File: src/logic/scd_pkg.sv
// scd_pkg: register map, field layout, timing and state types for the sensor diagnosis sequencer
// assumes a plain register port with one-cycle strobes and a 100 MHz system clock
`default_nettype none
package scd_pkg;
    // register offsets
    localparam logic [3:0] ADDR_TEMP_LIM_CH1 = 4'h0;
    localparam logic [3:0] ADDR_TEMP_LIM_CH2 = 4'h1;
    localparam logic [3:0] ADDR_PSTIM_LEVELS = 4'h2;
    localparam logic [3:0] ADDR_TPATH_LIMITS = 4'h3;
    localparam logic [3:0] ADDR_PPATH_LIM_CH1 = 4'h4;
    localparam logic [3:0] ADDR_PPATH_LIM_CH2 = 4'h5;
    localparam logic [3:0] ADDR_ENABLES = 4'h6;
    localparam logic [3:0] ADDR_CHAN_CFG = 4'h7;
    localparam logic [3:0] ADDR_ERRORS = 4'h8;
    localparam logic [3:0] ADDR_STATUS = 4'h9;
    // enable bit positions
    localparam int EN_OPEN = 0;
    localparam int EN_RANGE1 = 1;
    localparam int EN_RANGE2 = 2;
    localparam int EN_OVERHEAT = 3;
    localparam int EN_PPATH1 = 4;
    localparam int EN_PPATH2 = 5;
    localparam int EN_PCALC1 = 6;
    localparam int EN_PCALC2 = 7;
    localparam int EN_TPATH = 8;
    localparam int EN_TCALC = 9;
    // error bit positions
    localparam int ER_OPEN = 0;
    localparam int ER_RANGE1 = 1;
    localparam int ER_RANGE2 = 2;
    localparam int ER_DIODE1 = 3;
    localparam int ER_DIODE2 = 4;
    localparam int ER_OVERHEAT = 5;
    localparam int ER_PPATH1 = 6;
    localparam int ER_PPATH2 = 7;
    localparam int ER_PCALC1 = 8;
    localparam int ER_PCALC2 = 9;
    localparam int ER_TPATH = 10;
    localparam int ER_TCALC = 11;
    localparam int NUM_ERR = 12;
    // diagnostic comparator codes for the open check
    localparam logic [3:0] DIAG_CODE_HIGH = 4'hA;
    localparam logic [3:0] DIAG_CODE_LOW = 4'hB;
    localparam logic [3:0] DIAG_CODE_NONE = 4'h0;
    // suited temperature path limit words per gain
    localparam logic [15:0] TPATH_LIM_GAIN01 = 16'h6F61;
    localparam logic [15:0] TPATH_LIM_GAIN2 = 16'h3F31;
    localparam logic [15:0] TPATH_LIM_GAIN3 = 16'h8779;
    // timing
    localparam int CLK_PERIOD_NS = 10;
    localparam int SETTLE_TIME_NS = 2000;
    localparam int SETTLE_CYCLES = (SETTLE_TIME_NS + CLK_PERIOD_NS - 1) / CLK_PERIOD_NS;
    // sequencer states
    typedef enum logic [3:0] {
        ST_IDLE, ST_OPEN_HI, ST_OPEN_LO, ST_RANGE, ST_OVERHEAT, ST_PPATH,
        ST_PCALC, ST_TPATH, ST_TCALC, ST_WAIT
    } scd_state_t;
endpackage : scd_pkg
`default_nettype wire

File: src/logic/scd_bist.sv
// scd_bist: diagnosis and self-test sequencer for the thermistor pin, diodes, chip temperature,
// pressure and temperature signal paths and calculation paths
// assumes converters answer each request with a one-cycle done pulse and result word
// Functional notes
// - open check pulls pin above and below
// - per-channel range check of thermistor pin
// - checks run only when enabled; temperature calc always runs
// - compare result top byte with limit bytes
// - diode voltage outside limits sets diode fault
// - diode check only for select/gain 0 or 1
// - overheat check sets error when enabled
// - pressure path test once after power-up
// - bridge opened, stimulus drives pressure converter
// - application gain, stimulus byte per channel
// - pressure result top byte against limits
// - pressure calc test at start and cyclic
// - pressure calc needs exact equality
// - coefficients computed even if disabled
// - temperature path test at start and cyclic
// - temperature stimulus matched to channel-one gain
// - temperature path top byte against limits
// - temperature calc exact equality check
// - pin checks sequenced with pull resistors
`default_nettype none
module scd_bist #(
    parameter int CYCLE_PERIOD = 1000000, // cycles between self-test rounds
    parameter int RESULT_W = 16 // converter result width
) (
    input wire logic i_clk_sys,
    input wire logic i_reset_n,
    // register port
    input wire logic [3:0] i_reg_addr,
    input wire logic [15:0] i_reg_wdata,
    input wire logic i_reg_wr,
    input wire logic i_reg_rd,
    output logic [15:0] o_reg_rdata,
    // analogue front end
    input wire logic i_diag_cmp_high, // pin above high diag threshold (pin domain)
    input wire logic i_diag_cmp_low, // pin below low diag threshold (pin domain)
    input wire logic i_overheat_flag, // junction above limit (pin domain)
    output logic o_pullup_en,
    output logic o_pulldown_en,
    output logic [3:0] o_diag_code,
    output logic o_bridge_open_ch1,
    output logic o_bridge_open_ch2,
    output logic [7:0] o_pstim_level,
    output logic o_temp_stimulus_mode,
    output logic [1:0] o_temp_stim_gain,
    output logic o_overheat_meas,
    // converters: request, result with done pulse
    output logic o_conv_req,
    output logic [1:0] o_conv_sel, // 0 temp, 1 pressure ch1, 2 pressure ch2
    input wire logic i_conv_done,
    input wire logic [RESULT_W-1:0] i_conv_result,
    input wire logic i_diode_ch1, // channel one served by a diode
    input wire logic i_diode_ch2,
    // calculation engine
    output logic o_calc_req,
    output logic [1:0] o_calc_sel, // 0 temp, 1 pressure ch1, 2 pressure ch2
    output logic o_calc_test_mode, // use stored inputs not live data
    output logic o_coef_update, // temperature coefficients refresh
    input wire logic i_calc_done,
    input wire logic i_calc_match, // result equals stored expected word
    // error flags to the serial output
    output logic [11:0] o_errors,
    output logic o_overheat_code,
    output logic o_busy
);
    // refuse widths the top-byte compare cannot serve
    initial begin
        if (RESULT_W < 8 || CYCLE_PERIOD < 16) $error("scd_bist: bad parameters");
    end

    // registers
    logic [15:0] temp_limit_word_ch1, temp_limit_word_ch2;
    logic [15:0] pressure_stimulus_levels, temp_path_test_limits;
    logic [15:0] pressure_path_limits_ch1, pressure_path_limits_ch2;
    logic [9:0] enables;
    logic [7:0] chan_cfg; // [1:0] src1, [3:2] gain1, [5:4] src2, [7:6] gain2
    logic [11:0] errors;
    scd_pkg::scd_state_t state;
    logic startup_done; // first round finished
    logic [31:0] cycle_cnt; // counts to next round
    logic [15:0] settle_cnt;
    logic waiting; // request issued, awaiting done
    logic chan; // channel index inside a stage
    logic [2:0] sync_hi, sync_lo, sync_ot; // pin synchronisers
    logic cmp_high, cmp_low, ot_level; // filtered levels

    // range compare: top byte against max[15:8] and min[7:0]
    function automatic logic outside(input logic [7:0] val, input logic [15:0] lim);
        outside = (val < lim[7:0]) || (val > lim[15:8]);
    endfunction : outside

    wire logic [7:0] res_top = i_conv_result[RESULT_W-1 -: 8];
    wire logic [1:0] src1 = chan_cfg[1:0];
    wire logic [1:0] gain1 = chan_cfg[3:2];
    wire logic [1:0] src2 = chan_cfg[5:4];
    wire logic [1:0] gain2 = chan_cfg[7:6];
    wire logic diode_ok1 = i_diode_ch1 && !src1[1] && !gain1[1];
    wire logic diode_ok2 = i_diode_ch2 && !src2[1] && !gain2[1];
    // limit, enable and diode select of the channel under test
    wire logic [15:0] tlim = chan ? temp_limit_word_ch2 : temp_limit_word_ch1;
    wire logic range_en = chan ? enables[scd_pkg::EN_RANGE2] : enables[scd_pkg::EN_RANGE1];
    wire logic diode_sel = chan ? diode_ok2 : diode_ok1;
    wire logic [15:0] plim = chan ? pressure_path_limits_ch2 : pressure_path_limits_ch1;
    wire logic ppath_en = chan ? enables[scd_pkg::EN_PPATH2] : enables[scd_pkg::EN_PPATH1];
    wire logic pcalc_en = chan ? enables[scd_pkg::EN_PCALC2] : enables[scd_pkg::EN_PCALC1];
    wire logic settled = (settle_cnt == 16'(scd_pkg::SETTLE_CYCLES));
    wire logic round_due = (cycle_cnt == 32'(CYCLE_PERIOD - 1));
    // enable-word write
    wire logic wr_en = i_reg_wr && (i_reg_addr == scd_pkg::ADDR_ENABLES);
    // compare outcomes watched by the result assertions
    wire logic range_bad1 = outside(res_top, temp_limit_word_ch1);
    wire logic tpath_bad = outside(res_top, temp_path_test_limits);

    // pin inputs: three flops, change taken when second and third agree
    always_ff @(posedge i_clk_sys or negedge i_reset_n) begin
        if (!i_reset_n) begin
            sync_hi <= 3'h0;
            sync_lo <= 3'h0;
            sync_ot <= 3'h0;
            cmp_high <= 1'b0;
            cmp_low <= 1'b0;
            ot_level <= 1'b0;
        end else begin
            sync_hi <= {sync_hi[1:0], i_diag_cmp_high};
            sync_lo <= {sync_lo[1:0], i_diag_cmp_low};
            sync_ot <= {sync_ot[1:0], i_overheat_flag};
            if (sync_hi[1] == sync_hi[2]) cmp_high <= sync_hi[2];
            if (sync_lo[1] == sync_lo[2]) cmp_low <= sync_lo[2];
            if (sync_ot[1] == sync_ot[2]) ot_level <= sync_ot[2];
        end
    end

    // register writes
    always_ff @(posedge i_clk_sys or negedge i_reset_n) begin
        if (!i_reset_n) begin
            temp_limit_word_ch1 <= 16'h0000;
            temp_limit_word_ch2 <= 16'h0000;
            pressure_stimulus_levels <= 16'h0000;
            temp_path_test_limits <= 16'h0000;
            pressure_path_limits_ch1 <= 16'h0000;
            pressure_path_limits_ch2 <= 16'h0000;
            enables <= 10'h000;
            chan_cfg <= 8'h00;
        end else if (i_reg_wr) begin
            if (i_reg_addr == scd_pkg::ADDR_TEMP_LIM_CH1) temp_limit_word_ch1 <= i_reg_wdata;
            else if (i_reg_addr == scd_pkg::ADDR_TEMP_LIM_CH2) temp_limit_word_ch2 <= i_reg_wdata;
            else if (i_reg_addr == scd_pkg::ADDR_PSTIM_LEVELS) pressure_stimulus_levels <= i_reg_wdata;
            else if (i_reg_addr == scd_pkg::ADDR_TPATH_LIMITS) temp_path_test_limits <= i_reg_wdata;
            else if (i_reg_addr == scd_pkg::ADDR_PPATH_LIM_CH1) pressure_path_limits_ch1 <= i_reg_wdata;
            else if (i_reg_addr == scd_pkg::ADDR_PPATH_LIM_CH2) pressure_path_limits_ch2 <= i_reg_wdata;
            else if (wr_en) enables <= i_reg_wdata[9:0];
            else if (i_reg_addr == scd_pkg::ADDR_CHAN_CFG) chan_cfg <= i_reg_wdata[7:0];
        end
    end

    // read data, one cycle after the strobe; unmapped reads zero
    always_ff @(posedge i_clk_sys or negedge i_reset_n) begin
        if (!i_reset_n) begin
            o_reg_rdata <= 16'h0000;
        end else if (i_reg_rd) begin
            if (i_reg_addr == scd_pkg::ADDR_TEMP_LIM_CH1) o_reg_rdata <= temp_limit_word_ch1;
            else if (i_reg_addr == scd_pkg::ADDR_TEMP_LIM_CH2) o_reg_rdata <= temp_limit_word_ch2;
            else if (i_reg_addr == scd_pkg::ADDR_PSTIM_LEVELS) o_reg_rdata <= pressure_stimulus_levels;
            else if (i_reg_addr == scd_pkg::ADDR_TPATH_LIMITS) o_reg_rdata <= temp_path_test_limits;
            else if (i_reg_addr == scd_pkg::ADDR_PPATH_LIM_CH1) o_reg_rdata <= pressure_path_limits_ch1;
            else if (i_reg_addr == scd_pkg::ADDR_PPATH_LIM_CH2) o_reg_rdata <= pressure_path_limits_ch2;
            else if (i_reg_addr == scd_pkg::ADDR_ENABLES) o_reg_rdata <= {6'h00, enables};
            else if (i_reg_addr == scd_pkg::ADDR_CHAN_CFG) o_reg_rdata <= {8'h00, chan_cfg};
            else if (i_reg_addr == scd_pkg::ADDR_ERRORS) o_reg_rdata <= {4'h0, errors};
            else if (i_reg_addr == scd_pkg::ADDR_STATUS) o_reg_rdata <= {11'h000, startup_done,
                                                                     state};
            else o_reg_rdata <= 16'h0000;
        end else begin
            o_reg_rdata <= 16'h0000;
        end
    end

    // sequencer: one stage after another, then wait for the next round
    always_ff @(posedge i_clk_sys or negedge i_reset_n) begin
        if (!i_reset_n) begin
            state <= scd_pkg::ST_IDLE;
            errors <= '0;
            startup_done <= 1'b0;
            cycle_cnt <= 32'h0000_0000;
            settle_cnt <= 16'h0000;
            waiting <= 1'b0;
            chan <= 1'b0;
        end else begin
            // free-running round timer
            cycle_cnt <= round_due ? 32'h0000_0000 : cycle_cnt + 32'h0000_0001;
            case (state)
                scd_pkg::ST_IDLE: begin
                    // new round starts at channel one
                    settle_cnt <= 16'h0000;
                    chan <= 1'b0;
                    state <= scd_pkg::ST_OPEN_HI;
                end
                scd_pkg::ST_OPEN_HI: begin
                    // pull up and settle before sampling
                    if (!enables[scd_pkg::EN_OPEN]) begin
                        state <= scd_pkg::ST_RANGE;
                    end else if (settled) begin
                        settle_cnt <= 16'h0000;
                        errors[scd_pkg::ER_OPEN] <= !cmp_high;
                        state <= scd_pkg::ST_OPEN_LO;
                    end else begin
                        settle_cnt <= settle_cnt + 16'h0001;
                    end
                end
                scd_pkg::ST_OPEN_LO: begin
                    // then pull down; a high-phase failure is kept
                    if (!enables[scd_pkg::EN_OPEN]) begin
                        settle_cnt <= 16'h0000;
                        state <= scd_pkg::ST_RANGE;
                    end else if (settled) begin
                        settle_cnt <= 16'h0000;
                        errors[scd_pkg::ER_OPEN] <= errors[scd_pkg::ER_OPEN] || !cmp_low;
                        state <= scd_pkg::ST_RANGE;
                    end else begin
                        settle_cnt <= settle_cnt + 16'h0001;
                    end
                end
                scd_pkg::ST_RANGE: begin
                    // one conversion per enabled channel
                    if (!waiting && !range_en) begin
                        chan <= !chan;
                        if (chan) state <= scd_pkg::ST_OVERHEAT;
                    end else if (!waiting) begin
                        waiting <= 1'b1;
                    end else if (i_conv_done) begin
                        waiting <= 1'b0;
                        errors[scd_pkg::ER_RANGE1 + chan] <= outside(res_top, tlim);
                        errors[scd_pkg::ER_DIODE1 + chan] <= diode_sel
                            && outside(res_top, tlim);
                        chan <= !chan;
                        if (chan) state <= scd_pkg::ST_OVERHEAT;
                    end
                end
                scd_pkg::ST_OVERHEAT: begin
                    if (enables[scd_pkg::EN_OVERHEAT]) errors[scd_pkg::ER_OVERHEAT] <= ot_level;
                    state <= startup_done ? scd_pkg::ST_PCALC : scd_pkg::ST_PPATH;
                end
                scd_pkg::ST_PPATH: begin
                    // start-up only, bridge opened
                    if (!waiting && !ppath_en) begin
                        chan <= !chan;
                        if (chan) state <= scd_pkg::ST_PCALC;
                    end else if (!waiting) begin
                        waiting <= 1'b1;
                    end else if (i_conv_done) begin
                        waiting <= 1'b0;
                        errors[scd_pkg::ER_PPATH1 + chan] <= outside(res_top, plim);
                        chan <= !chan;
                        if (chan) state <= scd_pkg::ST_PCALC;
                    end
                end
                scd_pkg::ST_PCALC: begin
                    // engine runs on stored inputs
                    if (!waiting && !pcalc_en) begin
                        chan <= !chan;
                        if (chan) state <= scd_pkg::ST_TPATH;
                    end else if (!waiting) begin
                        waiting <= 1'b1;
                    end else if (i_calc_done) begin
                        waiting <= 1'b0;
                        errors[scd_pkg::ER_PCALC1 + chan] <= !i_calc_match;
                        chan <= !chan;
                        if (chan) state <= scd_pkg::ST_TPATH;
                    end
                end
                scd_pkg::ST_TPATH: begin
                    // converter sees internal stimulus
                    if (!waiting && !enables[scd_pkg::EN_TPATH]) begin
                        state <= scd_pkg::ST_TCALC;
                    end else if (!waiting) begin
                        waiting <= 1'b1;
                    end else if (i_conv_done) begin
                        waiting <= 1'b0;
                        errors[scd_pkg::ER_TPATH] <= outside(res_top, temp_path_test_limits);
                        state <= scd_pkg::ST_TCALC;
                    end
                end
                scd_pkg::ST_TCALC: begin
                    // always runs; flag only when enabled
                    if (!waiting) begin
                        waiting <= 1'b1;
                    end else if (i_calc_done) begin
                        waiting <= 1'b0;
                        if (enables[scd_pkg::EN_TCALC]) begin
                            errors[scd_pkg::ER_TCALC] <= !i_calc_match;
                        end
                        startup_done <= 1'b1;
                        state <= scd_pkg::ST_WAIT;
                    end
                end
                scd_pkg::ST_WAIT: begin
                    // hold until the round timer expires
                    if (round_due) state <= scd_pkg::ST_IDLE;
                end
                default: state <= scd_pkg::ST_IDLE;
            endcase
        end
    end

    // analogue and engine controls decoded from the stage
    wire logic in_ppath = (state == scd_pkg::ST_PPATH);
    assign o_pullup_en = (state == scd_pkg::ST_OPEN_HI) && enables[scd_pkg::EN_OPEN];
    assign o_pulldown_en = (state == scd_pkg::ST_OPEN_LO) && enables[scd_pkg::EN_OPEN];
    assign o_diag_code = o_pullup_en ? scd_pkg::DIAG_CODE_HIGH
                       : o_pulldown_en ? scd_pkg::DIAG_CODE_LOW : scd_pkg::DIAG_CODE_NONE;
    assign o_bridge_open_ch1 = in_ppath && !chan && ppath_en;
    assign o_bridge_open_ch2 = in_ppath && chan && ppath_en;
    assign o_pstim_level = chan ? pressure_stimulus_levels[15:8]
                                : pressure_stimulus_levels[7:0];
    assign o_temp_stimulus_mode = (state == scd_pkg::ST_TPATH) && enables[scd_pkg::EN_TPATH];
    assign o_temp_stim_gain = gain1;
    assign o_overheat_meas = enables[scd_pkg::EN_OVERHEAT];
    // requests stand until their done pulse
    assign o_conv_req = waiting && (state == scd_pkg::ST_RANGE || in_ppath
                                    || state == scd_pkg::ST_TPATH);
    assign o_conv_sel = in_ppath ? (chan ? 2'h2 : 2'h1) : 2'h0;
    assign o_calc_req = waiting && (state == scd_pkg::ST_PCALC || state == scd_pkg::ST_TCALC);
    assign o_calc_sel = (state == scd_pkg::ST_PCALC) ? (chan ? 2'h2 : 2'h1) : 2'h0;
    assign o_calc_test_mode = o_calc_req;
    assign o_coef_update = (state == scd_pkg::ST_TCALC) && waiting;
    assign o_errors = errors;
    assign o_overheat_code = errors[scd_pkg::ER_OVERHEAT];
    assign o_busy = (state != scd_pkg::ST_WAIT);

    // open check drives pull-up then pull-down, never both
    a_pull_exclusive: assert property (@(posedge i_clk_sys) disable iff (!i_reset_n)
        !(o_pullup_en && o_pulldown_en)) else $error("pull resistors both on");
    // disabled open check leaves its flag unchanged
    a_open_gated: assert property (@(posedge i_clk_sys) disable iff (!i_reset_n)
        !enables[scd_pkg::EN_OPEN] |=> $stable(errors[scd_pkg::ER_OPEN]))
        else $error("open check ran disabled");
    // range result follows comparison of top byte
    a_range_result: assert property (@(posedge i_clk_sys) disable iff (!i_reset_n)
        state == scd_pkg::ST_RANGE && waiting && i_conv_done && !chan
        |=> errors[scd_pkg::ER_RANGE1] == $past(range_bad1)) else $error("range flag wrong");
    // temperature path flag follows its limit word
    a_tpath_result: assert property (@(posedge i_clk_sys) disable iff (!i_reset_n)
        state == scd_pkg::ST_TPATH && waiting && i_conv_done
        |=> errors[scd_pkg::ER_TPATH] == $past(tpath_bad)) else $error("path flag wrong");
    // pressure path test only before start-up completes
    a_ppath_once: assert property (@(posedge i_clk_sys) disable iff (!i_reset_n)
        startup_done |-> state != scd_pkg::ST_PPATH) else $error("path test repeated");
    // calc mismatch sets the channel error
    a_pcalc_exact: assert property (@(posedge i_clk_sys) disable iff (!i_reset_n)
        state == scd_pkg::ST_PCALC && waiting && i_calc_done && !i_calc_match
        |=> errors[scd_pkg::ER_PCALC1 + $past(chan)]) else $error("calc mismatch lost");
    // every round ends through a coefficient refresh
    a_coef_round: assert property (@(posedge i_clk_sys) disable iff (!i_reset_n)
        $fell(o_busy) |-> $past(o_coef_update)) else $error("coefficients skipped");
    // temperature stimulus only during its stage
    a_tstim_stage: assert property (@(posedge i_clk_sys) disable iff (!i_reset_n)
        o_temp_stimulus_mode |-> state == scd_pkg::ST_TPATH && o_temp_stim_gain == gain1)
        else $error("stimulus outside stage");
    // diode fault implies range fault of channel two
    a_diode_fault: assert property (@(posedge i_clk_sys) disable iff (!i_reset_n)
        $rose(errors[scd_pkg::ER_DIODE2]) |-> errors[scd_pkg::ER_RANGE2])
        else $error("diode fault without range");
endmodule : scd_bist
`default_nettype wire

File: config.mk
export PLATFORM = sky130hd
export DESIGN_NAME = scd_bist
export DESIGN_NICKNAME = d
export VERILOG_FILES = /design/src/logic/scd_pkg.sv /design/src/logic/scd_bist.sv
export SDC_FILE = /design/constraint.sdc
export NUM_CORES = 1
export LEC_CHECK = 0
export BUFFER_PORTS_ARGS = -buffer_cell sky130_fd_sc_hd__buf_2
export CAP_MARGIN = 10
export CORE_UTILIZATION = 55
export CTS_BUF_LIST = sky130_fd_sc_hd__clkbuf_8 sky130_fd_sc_hd__clkbuf_16
export CTS_CLUSTER_SIZE = 30
export DETAILED_ROUTE_END_ITERATION = 10
export PLACE_DENSITY = 0.75
export SLEW_MARGIN = 5
export SYNTH_ARGS = -nofsm -noshare
export SYNTH_HDL_FRONTEND = slang
export SYNTH_SLANG_ARGS = --single-unit
File: constraint.sdc
create_clock -name i_clk_sys -period 4 [get_ports i_clk_sys]
set_input_delay 0.2 -clock i_clk_sys [delete_from_list [all_inputs] [get_ports i_clk_sys]]
set_output_delay 0.2 -clock i_clk_sys [all_outputs]
set_load 0.02 [all_outputs]
After elaboration in Yosys (flattened, before gate mapping)
Cells that the tools add are included.
- add/subtract/negate cells: 6
- mux-type cells: 107
- bitwise logic cells: 7
- order comparisons: 14
- equality and inequality tests: 55
- reductions and logical operators: 72
- operator list (kind ; count):
    16-bit 2-to-1 mux ; 12
    12-bit 2-to-1 mux ; 12
    4-bit 2-to-1 mux ; 24
    12-bit bitwise mux ; 4
    16-bit case mux with 3 select lines ; 1
    2-bit inequality test, second input constant ; 21
    4-bit case mux with 10 select lines ; 1
    13-bit AND reduction ; 3
    1-bit 2-to-1 mux ; 34
    32-bit by 1-bit adder with 32-bit output, second input constant ; 1
    32-bit by 20-bit equality test with 1-bit output, second input constant ; 1
    4-bit by 3-bit equality test with 1-bit output, second input constant ; 8
    32-bit 2-to-1 mux ; 1
    8-bit > comparator ; 3
    1-bit logical AND ; 24
    8-bit < comparator ; 3
    3-bit inequality test, second input constant ; 8
    4-bit case mux with 3 select lines ; 2
    16-bit by 1-bit adder with 16-bit output, second input constant ; 1
    1-bit demux with 4-bit select ; 4
    16-bit by 8-bit equality test with 1-bit output, second input constant ; 1
    4-bit by 2-bit equality test with 1-bit output, second input constant ; 4
    4-bit equality test, second input constant ; 4
    1-bit case mux with 4 select lines ; 4
    other kinds (38) ; 80
- output and inout port bits: 58
- logic and storage cells: 287
- input bits: 48
- register bits after elaboration: 209

Longest topological paths before layout
Gate-level depths: netlist (run 1).
- word-level depth: 12
- depth in mapped cells: 11
- depth with buffers taken out: 8

Worst setup path before layout (run 1)
No wires, ideal clock.
- path type: flip-flop to flip-flop
- start: reg chan
- end: reg (tool-made name)
- stages on the path, launching flop included: 11
- path buffers: 3
- setup time: 139 ps
- required time: 3861 ps
- slack: 959 ps
- clock period less this slack: 3041 ps
- arrival time: 2903 ps
- cell sequence: dfrtp_1 > buf_2 > buf_1 > buf_2 > mux2i_1 > ha_1 > a21o_1 > a221o_1 > a221o_1 > a211oi_1 > o21ai_0
- RTL lines (element ; line ; RTL):
    from (decl) ; scd_bist.sv:86 ; logic chan;
    from (signal assigned) ; scd_bist.sv:229 ; chan <= !chan;
    from (signal assigned) ; scd_bist.sv:238 ; chan <= !chan;
    from (signal assigned) ; scd_bist.sv:249 ; chan <= !chan;

==> results of run 1 <==
state kept, by name (all words and copies together), names as in the netlist, named ones only:
signal and flops:
ot_level 1, waiting 1, cmp_low 1, pressure_path_limits_ch1 16, chan 1, temp_limit_word_ch1 16, state 4, temp_limit_word_ch2 16
sync_hi 3, cmp_high 1, chan_cfg 8, enables 10, temp_path_test_limits 16, startup_done 1, settle_cnt 16, sync_ot 3
pressure_stimulus_levels 16, o_errors 1, o_reg_rdata 16, sync_lo 3, cycle_cnt 32, pressure_path_limits_ch2 16
worst max-delay path: cells and delay by family, from the launching register on:
kind            cells  cell delay [ns]
compound gates      4             0.76
fa+ha+maj           1             0.27
buf+inv             2             0.76
flops               1             0.74
mux                 2             0.44
final timing paths:
check                           slack [ns]  cells past startpoint                     endpoint
worst max register to register        0.95                      9                         flop
max in group asynchronous             2.68                      3  pressure_path_limits_ch1[1]
worst max-delay path                  0.95                      9                         flop
worst min register to register        0.35                      0                   sync_hi[1]
min in group asynchronous             0.38                      2                cycle_cnt[14]
worst min-delay path                  0.01                      3     temp_path_test_limits[6]
synthesized netlist by cell type (7+ instances only):
| cell | instances |
|---|---|
| clkbuf_1 | 21 |
| nand3_1 | 36 |
| nor3_1 | 14 |
| mux2_2 | 118 |
| nor4_1 | 7 |
| ha_1 | 48 |
| and2_1 | 7 |
| and3_1 | 15 |
| a21oi_1 | 60 |
| o22ai_1 | 12 |
| o21ai_0 | 74 |
| nand2_1 | 64 |
| nand2b_1 | 9 |
| buf_1 | 7 |
| buf_2 | 22 |
| a22oi_1 | 8 |
| nand4_1 | 18 |
| dfrtp_1 | 209 |
| xor2_1 | 24 |
| mux2i_1 | 40 |
| a21o_1 | 10 |
| nor2_1 | 75 |
| nor2b_1 | 18 |
| inv_1 | 34 |
| xnor2_1 | 21 |
| a211oi_1 | 10 |
area by class of cell:
class / count / area, µm²
fillers: 1643 / 7160
well taps: 270 / 338
repair buffers: 132 / 806
clock buffers: 27 / 631
flip-flops and latches: 209 / 5230
multi-input cells: 790 / 5870
clock inverters: 14 / 194
diodes: 2 / 5.00
inverters: 35 / 131
where the power goes:
group          total (mW)  switching [mW]  internal (mW)  leakage, nW
Combinational        2.25            1.26          0.993         2.89
Clock                2.30           0.862           1.44        0.423
Sequential           3.02           0.524           2.49         2.64
per-layer routing:
metal / GRT usage, % / share of wire, % / up-vias
met5: 0 / 0 / -
met4: 12.3 / 3.7 / 0
met3: 5.75 / 9.4 / 85
met2: 46.8 / 46 / 463
met1: 42.4 / 41 / 4591
li1: - / - / 4191
layout by cell type, fill, tap and decap left out, types with 10 or more instances in the layout:
| master | instances |
|---|---|
| dfrtp_1 | 208 |
| mux2_2 | 118 |
| buf_2 | 95 |
| nor2_1 | 75 |
| o21ai_0 | 74 |
| nand2_1 | 64 |
| a21oi_1 | 60 |
| ha_1 | 48 |
| mux2i_1 | 40 |
| inv_1 | 40 |
| nand3_1 | 36 |
| xor2_1 | 24 |
| clkbuf_16 | 23 |
| buf_4 | 22 |
| xnor2_1 | 21 |
| nor2b_1 | 18 |
| nand4_1 | 18 |
| and3_1 | 15 |
| nor3_1 | 14 |
| dlygate4sd3_1 | 13 |
| o22ai_1 | 12 |
| a211oi_1 | 10 |
| a21o_1 | 10 |
metrics by stage:
step / hold slack [ns] / total power, mW / std cells / setup WS [ns]
after floorplan: -0.0956 / 4.54 / 1093 / 0.959
after global placement: 0.309 / 5.16 / 1423 / 1.03
after detailed placement: 0.309 / 5.24 / 1423 / 1.02
after CTS: 0.00131 / 7.57 / 1477 / 0.997
after global routing: 0.00475 / 7.95 / 1479 / 0.780
final: 0.0119 / 7.57 / 1479 / 0.953
logic make-up after synthesis:
family / Yosys count
other: 1
XOR/XNOR: 45
multiplexers: 160
buffers and inverters: 94
AND/OR/NAND/NOR: 297
flip-flops: 209
adder cells (fa/ha/maj): 51
AO/OA/AOI/OAI: 236
timing repair:
| action | in CTS | in global routing |
|---|---|---|
| hold endpoints to repair | 147 | 0 |
| hold buffers | 13 | 0 |
| resized for setup | 0 | 0 |
==> metrics.md, run 1 <==
| Metric | Value |
|---|---|
| Layout Utilization | `64.9%` |
| Core ar. | `20,400 µm²` |
| Post-Syn Nets | `1,189` |
| Dpl cell area | `12,200 µm²` |
| PwrDens | `573 nW/µm²` |
| CTS tree | `done` |
| Chip width | `147 µm` |
| Period utilisation layout | `76.2%` |
| Compound-gate portion of the synthesized area | `13.1%` |
| Worst vdd ir | `0.000348 V` |
| Yosys top cell area share | `45.4%` |
| Reg-to-Reg Start | `chan` |
| Nets | `1,287` |
| Buffer levels on the longest clock path | `3` |
| Root Driver | `clkbuf_16` |
| Avg Cell Area, Syn | `10.5 µm²` |
| DIE AREA | `21,500 µm²` |
| Ys async rst share | `100%` |
| Placer's final routability congestion estimate | `0.955` |
| DR iter-0 viols | `802` |
| Unrepaired setup endpoints after global routing | `false` |
| Die Span Y | `147 µm` |
| Status | `finished, final reports clean` |
| Clk_skew | `0.00949 ns` |
| Yosys warning total | `0` |
| Setup CP Type | `flop to flop` |
| Mapped cell area | `11,500 µm²` |
| Synth area leader | `dfrtp_1` |
| Number of global-route vias before repair | `8,985` |
| Postcts setup bufs | `0` |
| Layout cells sized above 1 | `25.2%` |
| CTS H-tree depth | `1` |
| Period minus WS final | `3.05 ns` |
| First-pass GRT wire length | `50,200 µm` |
| Clock latency on the worst-skew pair | `0.52 ns` |
| Input/output buffers | `96` |
| WL/cell | `21.9 µm` |
| Adder and majority gate portion of the synthesized area | `5.47%` |
| GRT Util Overall | `30.4%` |
| Slew headroom | `23.6%` |
| Area grow syn2layout | `14.6%` |
| Gr ovfl total | `0` |
| Slew of the pin with the lowest slew margin | `1.14 ns` |
| Crit-path cells | `buf_4 -> buf_4 -> mux2i_1 -> ha_1 -> a21o_1 -> a21oi_1 -> o21ai_0 -> o22ai_1 -> mux2_2` |
| Number of antenna violations at the first check in global routing | `2` |
| First-pass DRT Iterations | `5` |
| Worst EP arrival | `3.50 ns` |
| Largest family of logic cells by synthesized area | `multiplexers` |
| Post-synthesis simple-gate area fraction | `13.5%` |
| Post-synth top flop | `dfrtp_1` |
| Hold_sp | `i_reg_wdata[6]` |
| Ports | `106` |
| Post-Route WL | `32,300 µm` |
| DP Wirelength | `22,400 µm` |
| CTS sink count | `209` |
| Clock Pin Slew Worst Setup and Hold Paths | `0.06 ns` |
| Setup-failing EPs final | `0` |
| FF+latch count, synth | `209` |
| Sequential share of the synthesized area | `45.4%` |
| Cts bufs inserted | `23` |
| Post-synthesis mux area share | `15.4%` |
| Delay of the slowest cell on the worst path | `0.74 ns` |
| Required time of the critical path | `4.45 ns` |
| Post-synth EDFFs | `0` |
| DRC Markers | `0` |
| Vias per std cell | `6.31` |
| Syn Inst Count | `1,093` |
| XOR/XNOR Fraction of Synth Area | `3.42%` |
| Crit path launch | `chan` |
| CP most frequent cell | `buf_4` |
| Synth top area cells | `dfrtp_1, mux2_2, ha_1` |
| Worst setup SP type | `flop` |
| Starting Density | `56.6%` |
| CP Capture Type | `flop` |
| Num rows | `52` |
| Worst Hold Class | `input pin to flop` |
| Max Cap Viol | `0` |
| Max-slew violation total from the final report | `0` |
| Setup TNS | `0 ns` |
| Final ANT Viol Nets | `0` |
| Final hold vios | `0` |
| Distinct cell type count after synthesis | `81` |
| CP max-delay cell | `dfrtp_2` |
| Crit Path Max Fanout | `26` |
| Largest net degree at the start of global routing | `124` |
| F_max | `0.328 GHz` |
| Vias | `9,330` |
| Post-route cell area | `13,200 µm²` |
| Leak | `5.95 nW` |
(Power assumes the default switching activity.)
==> run 2, diff against run 1 <==
Clock period 4 ns to 2.9 ns, I/O delays scaled along.
==> metrics.md, run 2 (same netlist as run 1, synthesis figures left out) <==
| Metric | Value |
|---|---|
| Status | `finished, final reports clean` |
| Most common cell after layout, fill and taps aside | `dfrtp_1` |
| CTS tree | `done` |
| Post-Layout Cell Count | `1,511` |
| Reg2Reg Depth | `8` |
| Root Driver | `clkbuf_16` |
| Hold Path Depth | `3` |
| Chip width | `147 µm` |
| Reg power frac | `39.4%` |
| Nets | `1,321` |
| Largest reg by FF count | `cycle_cnt` |
| Vias per std cell | `6.13` |
| Max-slew violation total from the final report | `0` |
| Setup-failing EPs final | `0` |
| Final ANT Viol Nets | `0` |
| Pint | `6.72 mW` |
| Setup CP Type | `flop to flop` |
| Largest register FFs | `32` |
| DP Wirelength | `22,800 µm` |
| Cells after DPL | `1,447` |
| CTS sink count | `209` |
| Comb power frac | `31.6%` |
| Final hold vios | `0` |
| Busiest grt layer | `met2` |
| Resized cells post-CTS | `0` |
| CP top delay family | `compound AO/OA/AOI/OAI gates` |
| CP max-delay cell | `dfrtp_2` |
| Leak | `6.09 nW` |
| Input/output buffers | `96` |
| GRT Util Overall | `30.5%` |
| Core ar. | `20,400 µm²` |
| Met1 Usage GRT | `43.0%` |
| Largest net degree at the start of global routing | `98` |
| Filler cells | `1,601` |
| Met2 GRT Util | `47.1%` |
| First-pass DRT Iterations | `5` |
| CP Capture Type | `flop` |
| Area grow syn2layout | `16.8%` |
| Period minus WS final | `2.70 ns` |
| Period utilisation layout | `93.2%` |
| Most frequent cells in the layout | `dfrtp_1, mux2_2, buf_2` |
| Die Span Y | `147 µm` |
| Required time of the critical path | `3.30 ns` |
| Slew of the pin with the lowest slew margin | `1.02 ns` |
| Crit-path cells | `mux2i_1 -> ha_1 -> a21o_1 -> a221o_1 -> a221o_1 -> a211oi_1 -> buf_4 -> o21ai_0` |
| Internal reg-to-reg setup slack | `0.20 ns` |
| WL/cell | `21.6 µm` |
| F_max | `0.370 GHz` |
| Worst EP arrival | `3.11 ns` |
| Crit path launch | `chan` |
| Worst vdd ir | `0.000472 V` |
| Number of global-route vias before repair | `9,105` |
| Switch share | `35.2%` |
| Met3 GRT Util | `5.50%` |
| Unrepaired setup endpoints after global routing | `false` |
| Cts bufs inserted | `23` |
| CTS H-tree depth | `1` |
| DRC Markers | `0` |
| DR iter-0 viols | `1,043` |
| PwrDens | `770 nW/µm²` |
| Post-route cell area | `13,500 µm²` |
| Dpl cell area | `12,500 µm²` |
| Number of antenna violations at the first check in global routing | `0` |
| First-pass GRT wire length | `50,800 µm` |
| Gr ovfl total | `0` |
| CP most frequent cell | `a221o_1` |
| Setup TNS | `0 ns` |
| Ports | `106` |
| Num rows | `52` |
| Buffer levels on the longest clock path | `3` |
| Delay of the slowest cell on the worst path | `0.52 ns` |
| Slew headroom | `31.8%` |
| Hold EP | `enables[0]` |
| Clk_skew | `0.0192 ns` |
| Post-Route WL | `32,600 µm` |
| Hold_sp | `i_reg_wdata[0]` |
| Reg-to-Reg Start | `chan` |
| DIE AREA | `21,500 µm²` |
| Layout cells sized above 1 | `26.5%` |
| Max Cap Viol | `0` |
| Clock share of power | `29.0%` |
| Crit Path Max Fanout | `8` |
| Placer's final routability congestion estimate | `0.932` |
| Final Power | `10.4 mW` |
| Crit path buf inv count | `1` |
| Switching power | `3.65 mW` |
| Clock latency on the worst-skew pair | `0.52 ns` |
| Worst Hold Class | `input pin to flop` |
| Clock Pin Slew Worst Setup and Hold Paths | `0.06 ns` |
| Starting Density | `56.6%` |
| Vias | `9,263` |
| Worst setup SP type | `flop` |
[run 2: worst max path at each step]
stage	end	slack, ns	cells past startpoint
after floorplan	flop	0.06	10
after global placement	flop	0.34	8
after detailed placement	flop	0.24	8
after CTS	flop	0.23	8
after global routing	flop	0.13	8
final	flop	0.20	8
[run 2: tightest hold or removal path, stage by stage]
cell and delay [ns]:
buf_2 0.18, nand2_1 0.08, o21ai_0 0.08
[run 2: cell type report]
type | count | area [µm²] | area share, %
multi-input combinational | 790 | 5870 | 43.6
sequential | 209 | 5230 | 38.9
timing repair buffer | 166 | 1110 | 8.25
clock buffer | 27 | 631 | 4.68
tap | 270 | 338 | 2.51
clock inverter | 13 | 148 | 1.10
inverter | 35 | 131 | 0.976
antenna | 1 | 2.50 | 0.0186
[run 2: stage by stage]
step | hold slack [ns] | setup slack (ns) | util, %
floorplan | -0.151 | 0.0566 | -
CTS | 0.0101 | 0.227 | 66.1
global route | 0.0639 | 0.129 | 66.1
detailed placement | 0.233 | 0.243 | 61.2
finish | 0.0163 | 0.196 | 66.1
global placement | 0.233 | 0.336 | 61.2
[run 2: timing repair]
item | CTS | global route
hold buffers | 23 | 0
endpoints found under the hold margin | 156 | 0
buffers inserted | 0 | 0
[run 2: layer usage]
layer | part of all wire, % | up-vias
met4 | 3.6 | 0
met3 | 8.4 | 93
met1 | 43 | 4523
li1 | - | 4236
met5 | 0 | -
met2 | 45 | 411
[run 2: power by group through the flow]
stage / clock (mW) / combinational [mW] / sequential (mW)
floorplan: 0 / 2.40 / 3.87
global placement: 0 / 3.15 / 4.08
detailed placement: 0 / 3.22 / 4.10
CTS: 3.05 / 3.26 / 4.06
global route: 3.16 / 3.59 / 4.15
finish: 3.01 / 3.28 / 4.09
